**config.mk**
```make
export PLATFORM = sky130hd
export DESIGN_NAME = scl_loader
export DESIGN_NICKNAME = d
export VERILOG_FILES = /design/src/hw/scl_pkg.sv /design/src/hw/scl_clkgen.sv /design/src/hw/scl_loader.sv
export VERILOG_INCLUDE_DIRS = /design/src /design/src/hw
export SDC_FILE = /design/constraint.sdc
export NUM_CORES = 1
export LEC_CHECK = 0
export BUFFER_PORTS_ARGS = -buffer_cell sky130_fd_sc_hd__buf_4
export CAP_MARGIN = 20
export CORE_AREA = 3 3 92 94
export DETAILED_ROUTE_END_ITERATION = 7
export DIE_AREA = 0 0 95 97
export PLACE_DENSITY = 0.86
export REMOVE_ABC_BUFFERS = 1
export SLEW_MARGIN = 20
export SYNTH_ARGS = -nofsm -noshare
export SYNTH_HDL_FRONTEND = slang
export SYNTH_SLANG_ARGS = --single-unit
```
**constraint.sdc**
```tcl
create_clock -name clk -period 9.5 [get_ports clk]
set_input_delay 0.95 -clock clk [delete_from_list [all_inputs] [get_ports clk]]
set_output_delay 0.95 -clock clk [all_outputs]
set_load 0.02 [all_outputs]
```
**src/hw/scl_defines.svh**
```systemverilog
/*
 * Named constants of the shared-image serial configuration loader: timing,
 * flash read command layout and pin slot positions.
 * Assumes a 40 MHz system clock; included by bare name.
 */
`ifndef SCL_DEFINES_SVH
`define SCL_DEFINES_SVH

// ***************************************************************
// timing
// ***************************************************************
`define SCL_CLK_PERIOD_NS      25
`define SCL_CFGCLK_MAX_NS      50
`define SCL_CFGCLK_NOM_PS      38460
// longest period rounds down; nominal period is not reachable from 40 MHz
`define SCL_HALF_CYC           ((`SCL_CFGCLK_MAX_NS / `SCL_CLK_PERIOD_NS) / 2)
`define SCL_RESTART_NS         40000
`define SCL_RESTART_CYC        (`SCL_RESTART_NS / `SCL_CLK_PERIOD_NS)
`define SCL_SYNC_LAG           2

// ***************************************************************
// flash read sequence and image
// ***************************************************************
`define SCL_READ_CMD           8'h03
`define SCL_START_ADDR         24'h000000
`define SCL_CMD_BITS           32
`define SCL_RUN_BITS           3
`define SCL_IMAGE_BITS         1223980

// ***************************************************************
// pin slots in the synchroniser vector
// ***************************************************************
`define SCL_NPINS              6
`define SCL_PIN_DATA           0
`define SCL_PIN_DONE           1
`define SCL_PIN_STATUS         2
`define SCL_PIN_CHAIN          3
`define SCL_PIN_RECONF         4
`define SCL_PIN_AUTO           5

`endif

```
**src/hw/scl_pkg.sv**
```systemverilog
/*
 * Types of the serial configuration loader: states and carriers.
 * Assumes nothing beyond the defines header.
 */
package scl_pkg;

	// ***************************************************************
	// state machines
	// ***************************************************************
	typedef enum logic [2:0] {S_RESET, S_WAIT_STATUS, S_FETCH, S_DONE, S_ERROR} scl_state_t;
	typedef enum logic [1:0] {D_TYPE, D_LIT, D_RUN} scl_dec_t;

	// ***************************************************************
	// carriers
	// ***************************************************************
	// decoded image bits toward the configuration core
	typedef struct packed {
		logic       valid;
		logic       bit_val;
		logic [3:0] reps;
	} scl_cfg_t;

	// raw pin levels, slot order matches the defines header
	typedef struct packed {
		logic auto_restart;
		logic reconfig_req_n;
		logic chain_enable_in;
		logic config_status;
		logic load_complete;
		logic serial_config_data;
	} scl_pins_t;

endpackage

```
**src/hw/scl_clkgen.sv**
```systemverilog
/*
 * Divider that makes the configuration clock from the system clock and
 * marks its rising and falling edges with one-cycle flags.
 * Assumes run is a registered level from the same clock domain.
 */
`timescale 1ns/100ps
`include "scl_defines.svh"

module scl_clkgen
	import scl_pkg::*;
#(
	parameter int HALF_CYC = `SCL_HALF_CYC
)(
	// system
	input  wire logic clk,
	input  wire logic rst,
	input  wire logic ce,
	// control
	input  wire logic run,
	// generated clock
	output logic      sclk,
	output logic      rise_p,
	output logic      fall_p
);
	localparam int CW = (HALF_CYC > 1) ? $clog2(HALF_CYC) : 1;

	logic [CW-1:0] cnt;
	logic [CW-1:0] next_cnt;
	logic          next_sclk;
	logic          next_rise_p;
	logic          next_fall_p;

	// ***************************************************************
	// divider: stopped low so the flash sees no stray edge when idle
	// ***************************************************************
	always_comb
	begin
		next_cnt    = cnt;
		next_sclk   = sclk;
		next_rise_p = 1'b0;
		next_fall_p = 1'b0;
		if (!run)
		begin
			next_cnt  = '0;
			next_sclk = 1'b0;
			next_fall_p = sclk;
		end
		else if (cnt == CW'(HALF_CYC - 1))
		begin
			next_cnt    = '0;
			next_sclk   = ~sclk;
			next_rise_p = ~sclk;
			next_fall_p = sclk;
		end
		else
			next_cnt = cnt + CW'(1);
	end

	always_ff @(posedge clk or posedge rst)
	begin
		if (rst)
		begin
			cnt    <= '0;
			sclk   <= 1'b0;
			rise_p <= 1'b0;
			fall_p <= 1'b0;
		end
		else if (ce)
		begin
			cnt    <= next_cnt;
			sclk   <= next_sclk;
			rise_p <= next_rise_p;
			fall_p <= next_fall_p;
		end
	end

	// ***************************************************************
	// checks
	// ***************************************************************
	a_clock_half: assert property (@(posedge clk) disable iff (rst) // [RULE10] [RULE12]
		(ce && sclk && HALF_CYC == 1) |=> !sclk)
		else $error("configuration clock high longer than half the period");

endmodule // scl_clkgen

```
**src/hw/scl_loader.sv**
```systemverilog
/*
 * Chain master of a shared-image serial configuration chain: fetches one
 * image from serial flash on its own clock, decodes it, and steers the
 * shared open-drain done and status lines.
 * Assumes board pull-ups on open-drain lines and a 40 MHz clk.
 */
// Overview of operation
// RULE1 - master runs self-fetch mode, reading flash and driving shared data and clock.
// RULE2 - every slave is strapped to host-fed mode, scheme-select pattern 01.
// RULE3 - flash holds one image; master and slaves load it together in one cycle.
// RULE4 - chain enable input of every device is tied low for concurrent loading.
// RULE5 - chain enable output plays no sequencing part; ordinary output.
// RULE6 - slaves sample the same data line on the master's configuration clock.
// RULE7 - buffers toward slaves keep data-to-clock timing and leave flash path alone.
// RULE8 - compressed and uncompressed images accepted; compressed decoded on the fly.
// RULE9 - configuration clock comes from the internal divider and times all flash transfers.
// RULE10 - configuration clock period never above 50 ns, at least 20 MHz.
// RULE11 - exactly one image bit moves per configuration clock cycle.
// RULE12 - nominal configuration clock period is 38.46 ns; the divider gives 50 ns.
// RULE13 - chain enable high: master releases flash pins and makes no accesses.
// RULE14 - reconfigure request low keeps the device in reset, no activity.
// RULE15 - programmer releases chain enable and reconfigure request when done.
// RULE16 - device releases load-complete line after receiving all its data.
// RULE17 - on error pull status low; auto restart within 40 us.
// RULE18 - reconfigure request rising leaves reset and releases status line.
// RULE19 - fetch: select low, read command with address zero, stream until done.
`timescale 1ns/100ps
`include "scl_defines.svh"

module scl_loader
	import scl_pkg::*;
#(
	parameter int IMAGE_BITS = `SCL_IMAGE_BITS
)(
	// system
	input  wire logic      clk,
	input  wire logic      rst,
	input  wire logic      ce,
	// pins from outside, synchronised here
	input  wire scl_pins_t pins_in,
	// flash interface, released while not fetching
	output logic           flash_select_n,
	output logic           flash_select_n_oe,
	output logic           flash_command_out,
	output logic           flash_command_out_oe,
	output logic           config_clock,
	output logic           config_clock_oe,
	// shared open-drain lines, driven low while oe is high
	output logic           load_complete_out,
	output logic           load_complete_oe,
	output logic           config_status_out,
	output logic           config_status_oe,
	// user side
	output logic           chain_enable_out,
	output scl_cfg_t       cfg_out
);
	localparam int CNT_W = $clog2(IMAGE_BITS + 16);

	// ***************************************************************
	// pin synchronisers
	// ***************************************************************
	logic [`SCL_NPINS-1:0] sync1;
	logic [`SCL_NPINS-1:0] sync2;

	// first stage feeds only the second
	genvar gi;
	generate
		for (gi = 0; gi < `SCL_NPINS; gi++)
		begin : g_sync
			always_ff @(posedge clk or posedge rst)
			begin
				if (rst)
				begin
					sync1[gi] <= 1'b0;
					sync2[gi] <= 1'b0;
				end
				else if (ce)
				begin
					sync1[gi] <= pins_in[gi];
					sync2[gi] <= sync1[gi];
				end
			end
		end
	endgenerate

	logic data_s;
	logic done_s;
	logic status_s;
	logic chain_s;
	logic reconf_s;
	logic auto_s;
	assign data_s   = sync2[`SCL_PIN_DATA];
	assign done_s   = sync2[`SCL_PIN_DONE];
	assign status_s = sync2[`SCL_PIN_STATUS];
	assign chain_s  = sync2[`SCL_PIN_CHAIN];
	assign reconf_s = sync2[`SCL_PIN_RECONF];
	assign auto_s   = sync2[`SCL_PIN_AUTO];

	// ***************************************************************
	// configuration clock divider
	// ***************************************************************
	logic run;
	logic rise_p;
	logic fall_p;

	// the same clock times flash reads and slave sampling
	scl_clkgen #(.HALF_CYC(`SCL_HALF_CYC)) u_clkgen ( // [RULE9] [RULE6]
		.clk    (clk),
		.rst    (rst),
		.ce     (ce),
		.run    (run),
		.sclk   (config_clock),
		.rise_p (rise_p),
		.fall_p (fall_p)
	);

	// ***************************************************************
	// sequencer state
	// ***************************************************************
	scl_state_t                  state;
	scl_state_t                  next_state;
	scl_dec_t                    dec;
	scl_dec_t                    next_dec;
	logic [`SCL_CMD_BITS-1:0]    cmd_sr;
	logic [`SCL_CMD_BITS-1:0]    next_cmd_sr;
	logic [5:0]                  samp_cnt;
	logic [5:0]                  next_samp_cnt;
	logic [`SCL_SYNC_LAG-1:0]    rise_dly;
	logic [`SCL_SYNC_LAG-1:0]    next_rise_dly;
	logic                        hdr_seen;
	logic                        next_hdr_seen;
	logic                        comp;
	logic                        next_comp;
	logic [`SCL_RUN_BITS-1:0]    run_acc;
	logic [`SCL_RUN_BITS-1:0]    next_run_acc;
	logic [1:0]                  run_got;
	logic [1:0]                  next_run_got;
	logic [CNT_W-1:0]            out_cnt;
	logic [CNT_W-1:0]            next_out_cnt;
	logic [10:0]                 err_cnt;
	logic [10:0]                 next_err_cnt;
	logic                        done_prev;
	scl_cfg_t                    next_cfg;
	logic                        strobe;
	logic                        emit;
	logic                        emit_bit;
	logic [3:0]                  emit_reps;

	// data sampling trails the clock rise by the synchroniser depth
	assign strobe = rise_dly[`SCL_SYNC_LAG-1];

	// ***************************************************************
	// image decoder: header bit picks compressed or plain stream
	// ***************************************************************
	// compressed: 0,b is a literal bit; 1,nnn is a run of nnn+1 zeros
	always_comb
	begin
		next_dec      = dec;
		next_hdr_seen = hdr_seen;
		next_comp     = comp;
		next_run_acc  = run_acc;
		next_run_got  = run_got;
		emit          = 1'b0;
		emit_bit      = 1'b0;
		emit_reps     = 4'h1;
		if (state == S_FETCH && strobe && samp_cnt == 6'(`SCL_CMD_BITS))
		begin
			if (!hdr_seen)
			begin
				next_hdr_seen = 1'b1;
				next_comp     = data_s;
			end
			else if (!comp)
			begin
				emit     = 1'b1; // [RULE11]
				emit_bit = data_s;
			end
			else
			begin
				unique case (dec) // [RULE8]
					D_TYPE:
					begin
						next_dec     = data_s ? D_RUN : D_LIT;
						next_run_acc = '0;
						next_run_got = '0;
					end
					D_LIT:
					begin
						emit     = 1'b1;
						emit_bit = data_s;
						next_dec = D_TYPE;
					end
					D_RUN:
					begin
						next_run_acc = {run_acc[`SCL_RUN_BITS-2:0], data_s};
						next_run_got = run_got + 2'h1;
						if (run_got == 2'(`SCL_RUN_BITS - 1))
						begin
							emit      = 1'b1;
							emit_reps = {1'b0, run_acc[`SCL_RUN_BITS-2:0], data_s} + 4'h1;
							next_dec  = D_TYPE;
						end
					end
					default: next_dec = D_TYPE;
				endcase
			end
		end
		next_cfg.valid   = emit;
		next_cfg.bit_val = emit_bit;
		next_cfg.reps    = emit_reps;
	end

	// ***************************************************************
	// sequencer: reset, wait for status, fetch, done, error
	// ***************************************************************
	always_comb
	begin
		next_state    = state;
		next_cmd_sr   = cmd_sr;
		next_samp_cnt = samp_cnt;
		next_out_cnt  = out_cnt;
		next_err_cnt  = err_cnt;
		next_rise_dly = {rise_dly[`SCL_SYNC_LAG-2:0], rise_p};
		if (!reconf_s)
			next_state = S_RESET; // [RULE14]
		else
		begin
			unique case (state)
				S_RESET:
					next_state = S_WAIT_STATUS; // [RULE18]
				S_WAIT_STATUS:
					if (status_s && !chain_s)
					begin
						next_state    = S_FETCH;
						next_cmd_sr   = {`SCL_READ_CMD, `SCL_START_ADDR}; // [RULE19]
						next_samp_cnt = '0;
						next_out_cnt  = '0;
					end
				S_FETCH:
				begin
					// shift the command on falling edges; flash latches on rising
					if (fall_p)
						next_cmd_sr = {cmd_sr[`SCL_CMD_BITS-2:0], 1'b0};
					if (strobe && samp_cnt != 6'(`SCL_CMD_BITS))
						next_samp_cnt = samp_cnt + 6'h1;
					if (emit)
						next_out_cnt = out_cnt + CNT_W'(emit_reps);
					if (chain_s)
						next_state = S_WAIT_STATUS; // [RULE13]
					else if (!status_s || (done_s && !done_prev))
					begin
						// a rising done line we still hold low means a wiring fault
						next_state   = S_ERROR; // [RULE17]
						next_err_cnt = '0;
					end
					else if (emit && next_out_cnt >= CNT_W'(IMAGE_BITS))
						next_state = S_DONE; // [RULE3]
				end
				S_DONE:
					next_state = S_DONE;
				S_ERROR:
					if (auto_s)
					begin
						if (err_cnt == 11'(`SCL_RESTART_CYC - 1))
							next_state = S_WAIT_STATUS; // [RULE17]
						else
							next_err_cnt = err_cnt + 11'h1;
					end
				default:
					next_state = S_RESET;
			endcase
		end
	end

	assign flash_command_out = cmd_sr[`SCL_CMD_BITS-1];
	assign load_complete_out = 1'b0;
	assign config_status_out = 1'b0;

	// ***************************************************************
	// registers, all frozen while ce is low
	// ***************************************************************
	always_ff @(posedge clk or posedge rst)
	begin
		if (rst)
		begin
			state             <= S_RESET;
			dec               <= D_TYPE;
			cmd_sr            <= '0;
			samp_cnt          <= '0;
			rise_dly          <= '0;
			hdr_seen          <= 1'b0;
			comp              <= 1'b0;
			run_acc           <= '0;
			run_got           <= '0;
			out_cnt           <= '0;
			err_cnt           <= '0;
			done_prev         <= 1'b0;
			run               <= 1'b0;
			flash_select_n    <= 1'b1;
			flash_select_n_oe <= 1'b0;
			flash_command_out_oe <= 1'b0;
			config_clock_oe   <= 1'b0;
			load_complete_oe  <= 1'b1;
			config_status_oe  <= 1'b1;
			chain_enable_out  <= 1'b1;
			cfg_out           <= '0;
		end
		else if (ce)
		begin
			state             <= next_state;
			dec               <= (next_state == S_FETCH) ? next_dec : D_TYPE;
			cmd_sr            <= next_cmd_sr;
			samp_cnt          <= next_samp_cnt;
			rise_dly          <= next_rise_dly;
			hdr_seen          <= (next_state == S_FETCH) && next_hdr_seen;
			comp              <= next_comp;
			run_acc           <= next_run_acc;
			run_got           <= next_run_got;
			out_cnt           <= next_out_cnt;
			err_cnt           <= next_err_cnt;
			done_prev         <= done_s;
			// flash pins driven only while fetching, released otherwise
			run               <= (next_state == S_FETCH); // [RULE1]
			flash_select_n    <= (next_state != S_FETCH); // [RULE19]
			flash_select_n_oe <= (next_state == S_FETCH); // [RULE13]
			flash_command_out_oe <= (next_state == S_FETCH);
			config_clock_oe   <= (next_state == S_FETCH);
			load_complete_oe  <= (next_state != S_DONE); // [RULE16]
			config_status_oe  <= (next_state == S_RESET) || (next_state == S_ERROR);
			chain_enable_out  <= (next_state != S_DONE); // [RULE5]
			cfg_out           <= next_cfg;
		end
	end

	// ***************************************************************
	// checks
	// ***************************************************************
	a_isp_release: assert property (@(posedge clk) disable iff (rst) // [RULE13]
		(ce && chain_s) |=> !flash_select_n_oe && !config_clock_oe && !flash_command_out_oe)
		else $error("flash pins driven while chain enable is high");

	a_reset_hold: assert property (@(posedge clk) disable iff (rst) // [RULE14]
		(ce && !reconf_s) |=> state == S_RESET && config_status_oe && !run)
		else $error("activity while reconfigure request is low");

	a_status_release: assert property (@(posedge clk) disable iff (rst) // [RULE18]
		(state == S_WAIT_STATUS) |-> !config_status_oe)
		else $error("status line still held after reset release");

	a_done_release: assert property (@(posedge clk) disable iff (rst) // [RULE16]
		(state == S_FETCH && ce && next_state == S_DONE) |=> !load_complete_oe && !chain_enable_out)
		else $error("load complete not released at image end");

	a_select_fetch: assert property (@(posedge clk) disable iff (rst) // [RULE1]
		!flash_select_n |-> state == S_FETCH && flash_select_n_oe)
		else $error("flash selected outside fetch");

	a_cmd_first: assert property (@(posedge clk) disable iff (rst) // [RULE19]
		$fell(flash_select_n) |-> cmd_sr == {`SCL_READ_CMD, `SCL_START_ADDR} && !config_clock)
		else $error("read command not loaded at select");

	a_error_bound: assert property (@(posedge clk) disable iff (rst) // [RULE17]
		(state == S_ERROR) |-> err_cnt < 11'(`SCL_RESTART_CYC) && config_status_oe)
		else $error("restart wait exceeds its limit");

	a_emit_strobe: assert property (@(posedge clk) disable iff (rst) // [RULE11]
		(ce && cfg_out.valid && $past(ce)) |-> $past(strobe) && $past(state) == S_FETCH)
		else $error("decoded bit without a sampled clock cycle");

endmodule // scl_loader

```
==> impl_metrics.tcl <==
set metrics [dict create \
    fin_util 0.651 \
    cts_resized 0 \
    drt_pass1_iterations 6 \
    grt_pass1_wl_mm 16.4 \
    die_width_um 95 \
    area_growth_pct 9.39 \
    max_slew_margin 0.281 \
    ant_nets 0 \
    drive_above_1_share 0.141 \
    finalHoldViolCount 0 \
    finalMaxSlewViolations 0 \
    fin_tns_setup_ps 0 \
    place.detailed.hpwl_mm 6.63 \
    antenna_cells 0 \
    hold_buffers 0 \
    clock_sinks 83 \
    synth_area_mm2 0.00460 \
    grt_setup_unrepaired "no" \
    worst_ep_required_time_ps 9740 \
    die_height_um 97 \
    htreeDepth 3 \
    fin_ws_ps 4360 \
    post_cts_buffers 0 \
    critPathMaxFanout 9 \
    finalSetupViolCount 0 \
    post_drt_wl_per_cell_um 15.3 \
    ir_drop_mv 0.104 \
    fin_skew_ps 9.33 \
    max_freq_mhz 194 \
    status "completed" \
    place.gp.congestion 0.907 \
    cts_tree "yes" \
    fin_nets 536 \
    netlist_instances 496 \
    drc 0 \
    overflow 0 \
    clk_path_buf_depth 2 \
    nFillCells 601 \
    coreArea_mm2 0.00773 \
    synthArstFlopShare 1.00 \
    grt_pass1_vias 3494 \
    ys_ff_latch 83 \
    endpoint_kind "flip-flop" \
    via_per_inst 6.00 \
    synth_seq_area_share 0.452 \
    worstSetupStartpointType "flip-flop" \
    worst-setup-path-type "flip-flop to flip-flop" \
    stdcell_area_mm2 0.00503 \
    io_buffers 23 \
    drv_cap 0 \
    grt_max_degree 84 \
    power_leakage_nw 2.26 \
    dpl_cell_area_mm2 0.00482 \
    synth_edf_count 0 \
    yosysTopAreaCellShare 0.435 \
    pre_cts_ws_ps 4520 \
    grt_antenna_before_repair 0 \
    period_share 0.541 \
    ctsRootBufferMaster "clkbuf_8" \
    dr.first_iter.drc_count 249 \
    wl_mm 9.50 \
    synth_cell_type_count 60 \
    cts.clk_slew.worst_paths_ps 80 \
    vias 3726 \
    synth_top_cell_by_area "dfrtp_1" \
    start_util 0.595 \
    period_needed_ps 5140 \
    yosys-top-cells-area "dfrtp_1 44%, nand2_1 5.6%, mux2_2 4.9%" \
    numCtsBuffers 9 \
    tightest_slew_ps 1070 \
    hold_path.class "flip-flop to flip-flop" \
    io_pins 26 \
    dieArea_mm2 0.00922 \
    grt_usage 0.222 \
    yosys_warnings 0 \
    critPathArrivalTime_ps 5390 \
    rows 32 \
    ys.flop_type "dfrtp_1" \
    clock_latency_ps 360 \
    syn_area_per_cell_um2 9.27 \
    power.density_mw_per_mm2 144 \
]
-- power by group --
group / leakage (nW) / internal, mW / total (mW) / switching, mW
Sequential: 1.10 / 0.379 / 0.402 / 0.0235
Combinational: 1.08 / 0.0341 / 0.0831 / 0.0490
Clock: 0.0827 / 0.104 / 0.237 / 0.133
Total: 2.26 / 0.517 / 0.722 / 0.205
-- sequential cells by signal, indices dropped and copies added (netlist names), 2 cells and up --
name and cells:
run_acc 2, run_got 2, cmd_sr 8, dec 2, cfg_out 6, state 3
rise_dly 2, sync1 6, samp_cnt 6, err_cnt 11, out_cnt 21
-- layout by cell type, fill, tap and decap left out, types with 4 or more instances in the layout --
cell,count
nand2b_1,7
o21ai_0,43
xnor2_1,10
xor2_1,15
and4_1,7
dfrtp_1,80
and2_1,9
a21oi_1,13
nor3_1,9
a21o_1,5
nand2_1,69
buf_4,26
nand4_1,10
clkinvlp_4,4
a32o_1,6
o21ai_1,4
and3_1,8
inv_1,21
nand3_1,20
clkbuf_8,10
or3_1,4
nor2_1,49
ha_1,12
mux2_2,20
a22o_1,7
-- worst max-delay path, stage by stage (launching register included) --
cell	delay (ps)
dfrtp_1	380
inv_1	90
ha_1	190
and4bb_2	250
and4_1	220
and3_1	200
nand2_1	120
ha_1	200
inv_1	60
fa_1	480
nand2b_1	200
a21oi_1	440
nand4_4	230
o21ai_1	300
nand4_1	130
or4_1	560
a311oi_2	350
nor2_1	150
a31o_1	250
a22o_1	230
-- synth_stat cells, drive strengths merged (2+ instances only) --
library cell and n:
dfstp 3, clkbuf 10, nor3b 4, and4 8
nor2 49, a211o 2, a2111oi 3, mux2 20
or4 2, a21o 5, nor3 9, and2 9
or3 4, buf 11, a22o 7, nand4 11
ha 12, dfrtp 80, and3 8, o21ai 47
a32o 6, xor2 15, inv 22, a21oi 13
xnor2 10, a211oi 3, nor2b 3, o21a 2
nand2b 7, nand2 69, and4bb 2, nand3 20
-- worst paths after layout --
path / endpoint / slack [ps] / cells after the start / from
setup / recovery: dec[0] / 4360 / 19 / samp_cnt[0]
hold / removal: run_got[1] / 490 / 2 / run_got[1]
setup reg to reg: dec[0] / 4360 / 19 / samp_cnt[0]
hold reg to reg: run_got[1] / 490 / 2 / run_got[1]
max in group asynchronous: flash_select_n / 8240 / 4 / rst
min in group asynchronous: cmd_sr[30] / 620 / 3 / rst
-- per-stage QoR --
| stage | hold WS, ps | power (mW) | instances |
|---|---|---|---|
| 6_report | 487 | 0.722 | 621 |
| 5_1_grt | 502 | 0.758 | 621 |
| 4_1_cts | 482 | 0.725 | 620 |
| 3_5_place_dp | 465 | 0.489 | 604 |
| 3_3_place_gp | 455 | 0.485 | 604 |
| 2_1_floorplan | 443 | 0.461 | 476 |
-- final cells by class --
| cell class | count | area, µm² | share of cell area |
|---|---|---|---|
| Clock inverter | 6 | 50.0 | 0.00995 |
| Clock buffer | 10 | 138 | 0.0274 |
| Multi-Input combinational cell | 371 | 2330 | 0.463 |
| Sequential cell | 83 | 2080 | 0.414 |
| Inverter | 22 | 83.8 | 0.0167 |
| Tap cell | 102 | 128 | 0.0254 |
| Timing Repair Buffer | 27 | 223 | 0.0443 |
-- cells by family (layout without fill, tap and decap cells) --
logic type / after synthesis / after routing / share of synthesized area
AOI/OAI and AO/OA: 101 / 101 / 0.142
xor gates and xnor gates: 25 / 25 / 0.0476
adders and majority gates: 13 / 13 / 0.0370
buffers and inverters: 43 / 65 / 0.0422
DFF: 83 / 83 / 0.452
muxes: 21 / 21 / 0.0511
other: 1 / 2 / 0.000815
and+or+nand+nor: 209 / 209 / 0.227
-- metal layers --
layer,share of wire,track usage
met4,0.020,0.0821
met5,0,0
met2,0.47,0.339
met3,0.054,0.0459
met1,0.46,0.309
Note: power is estimated with default switching activity, not from simulation.
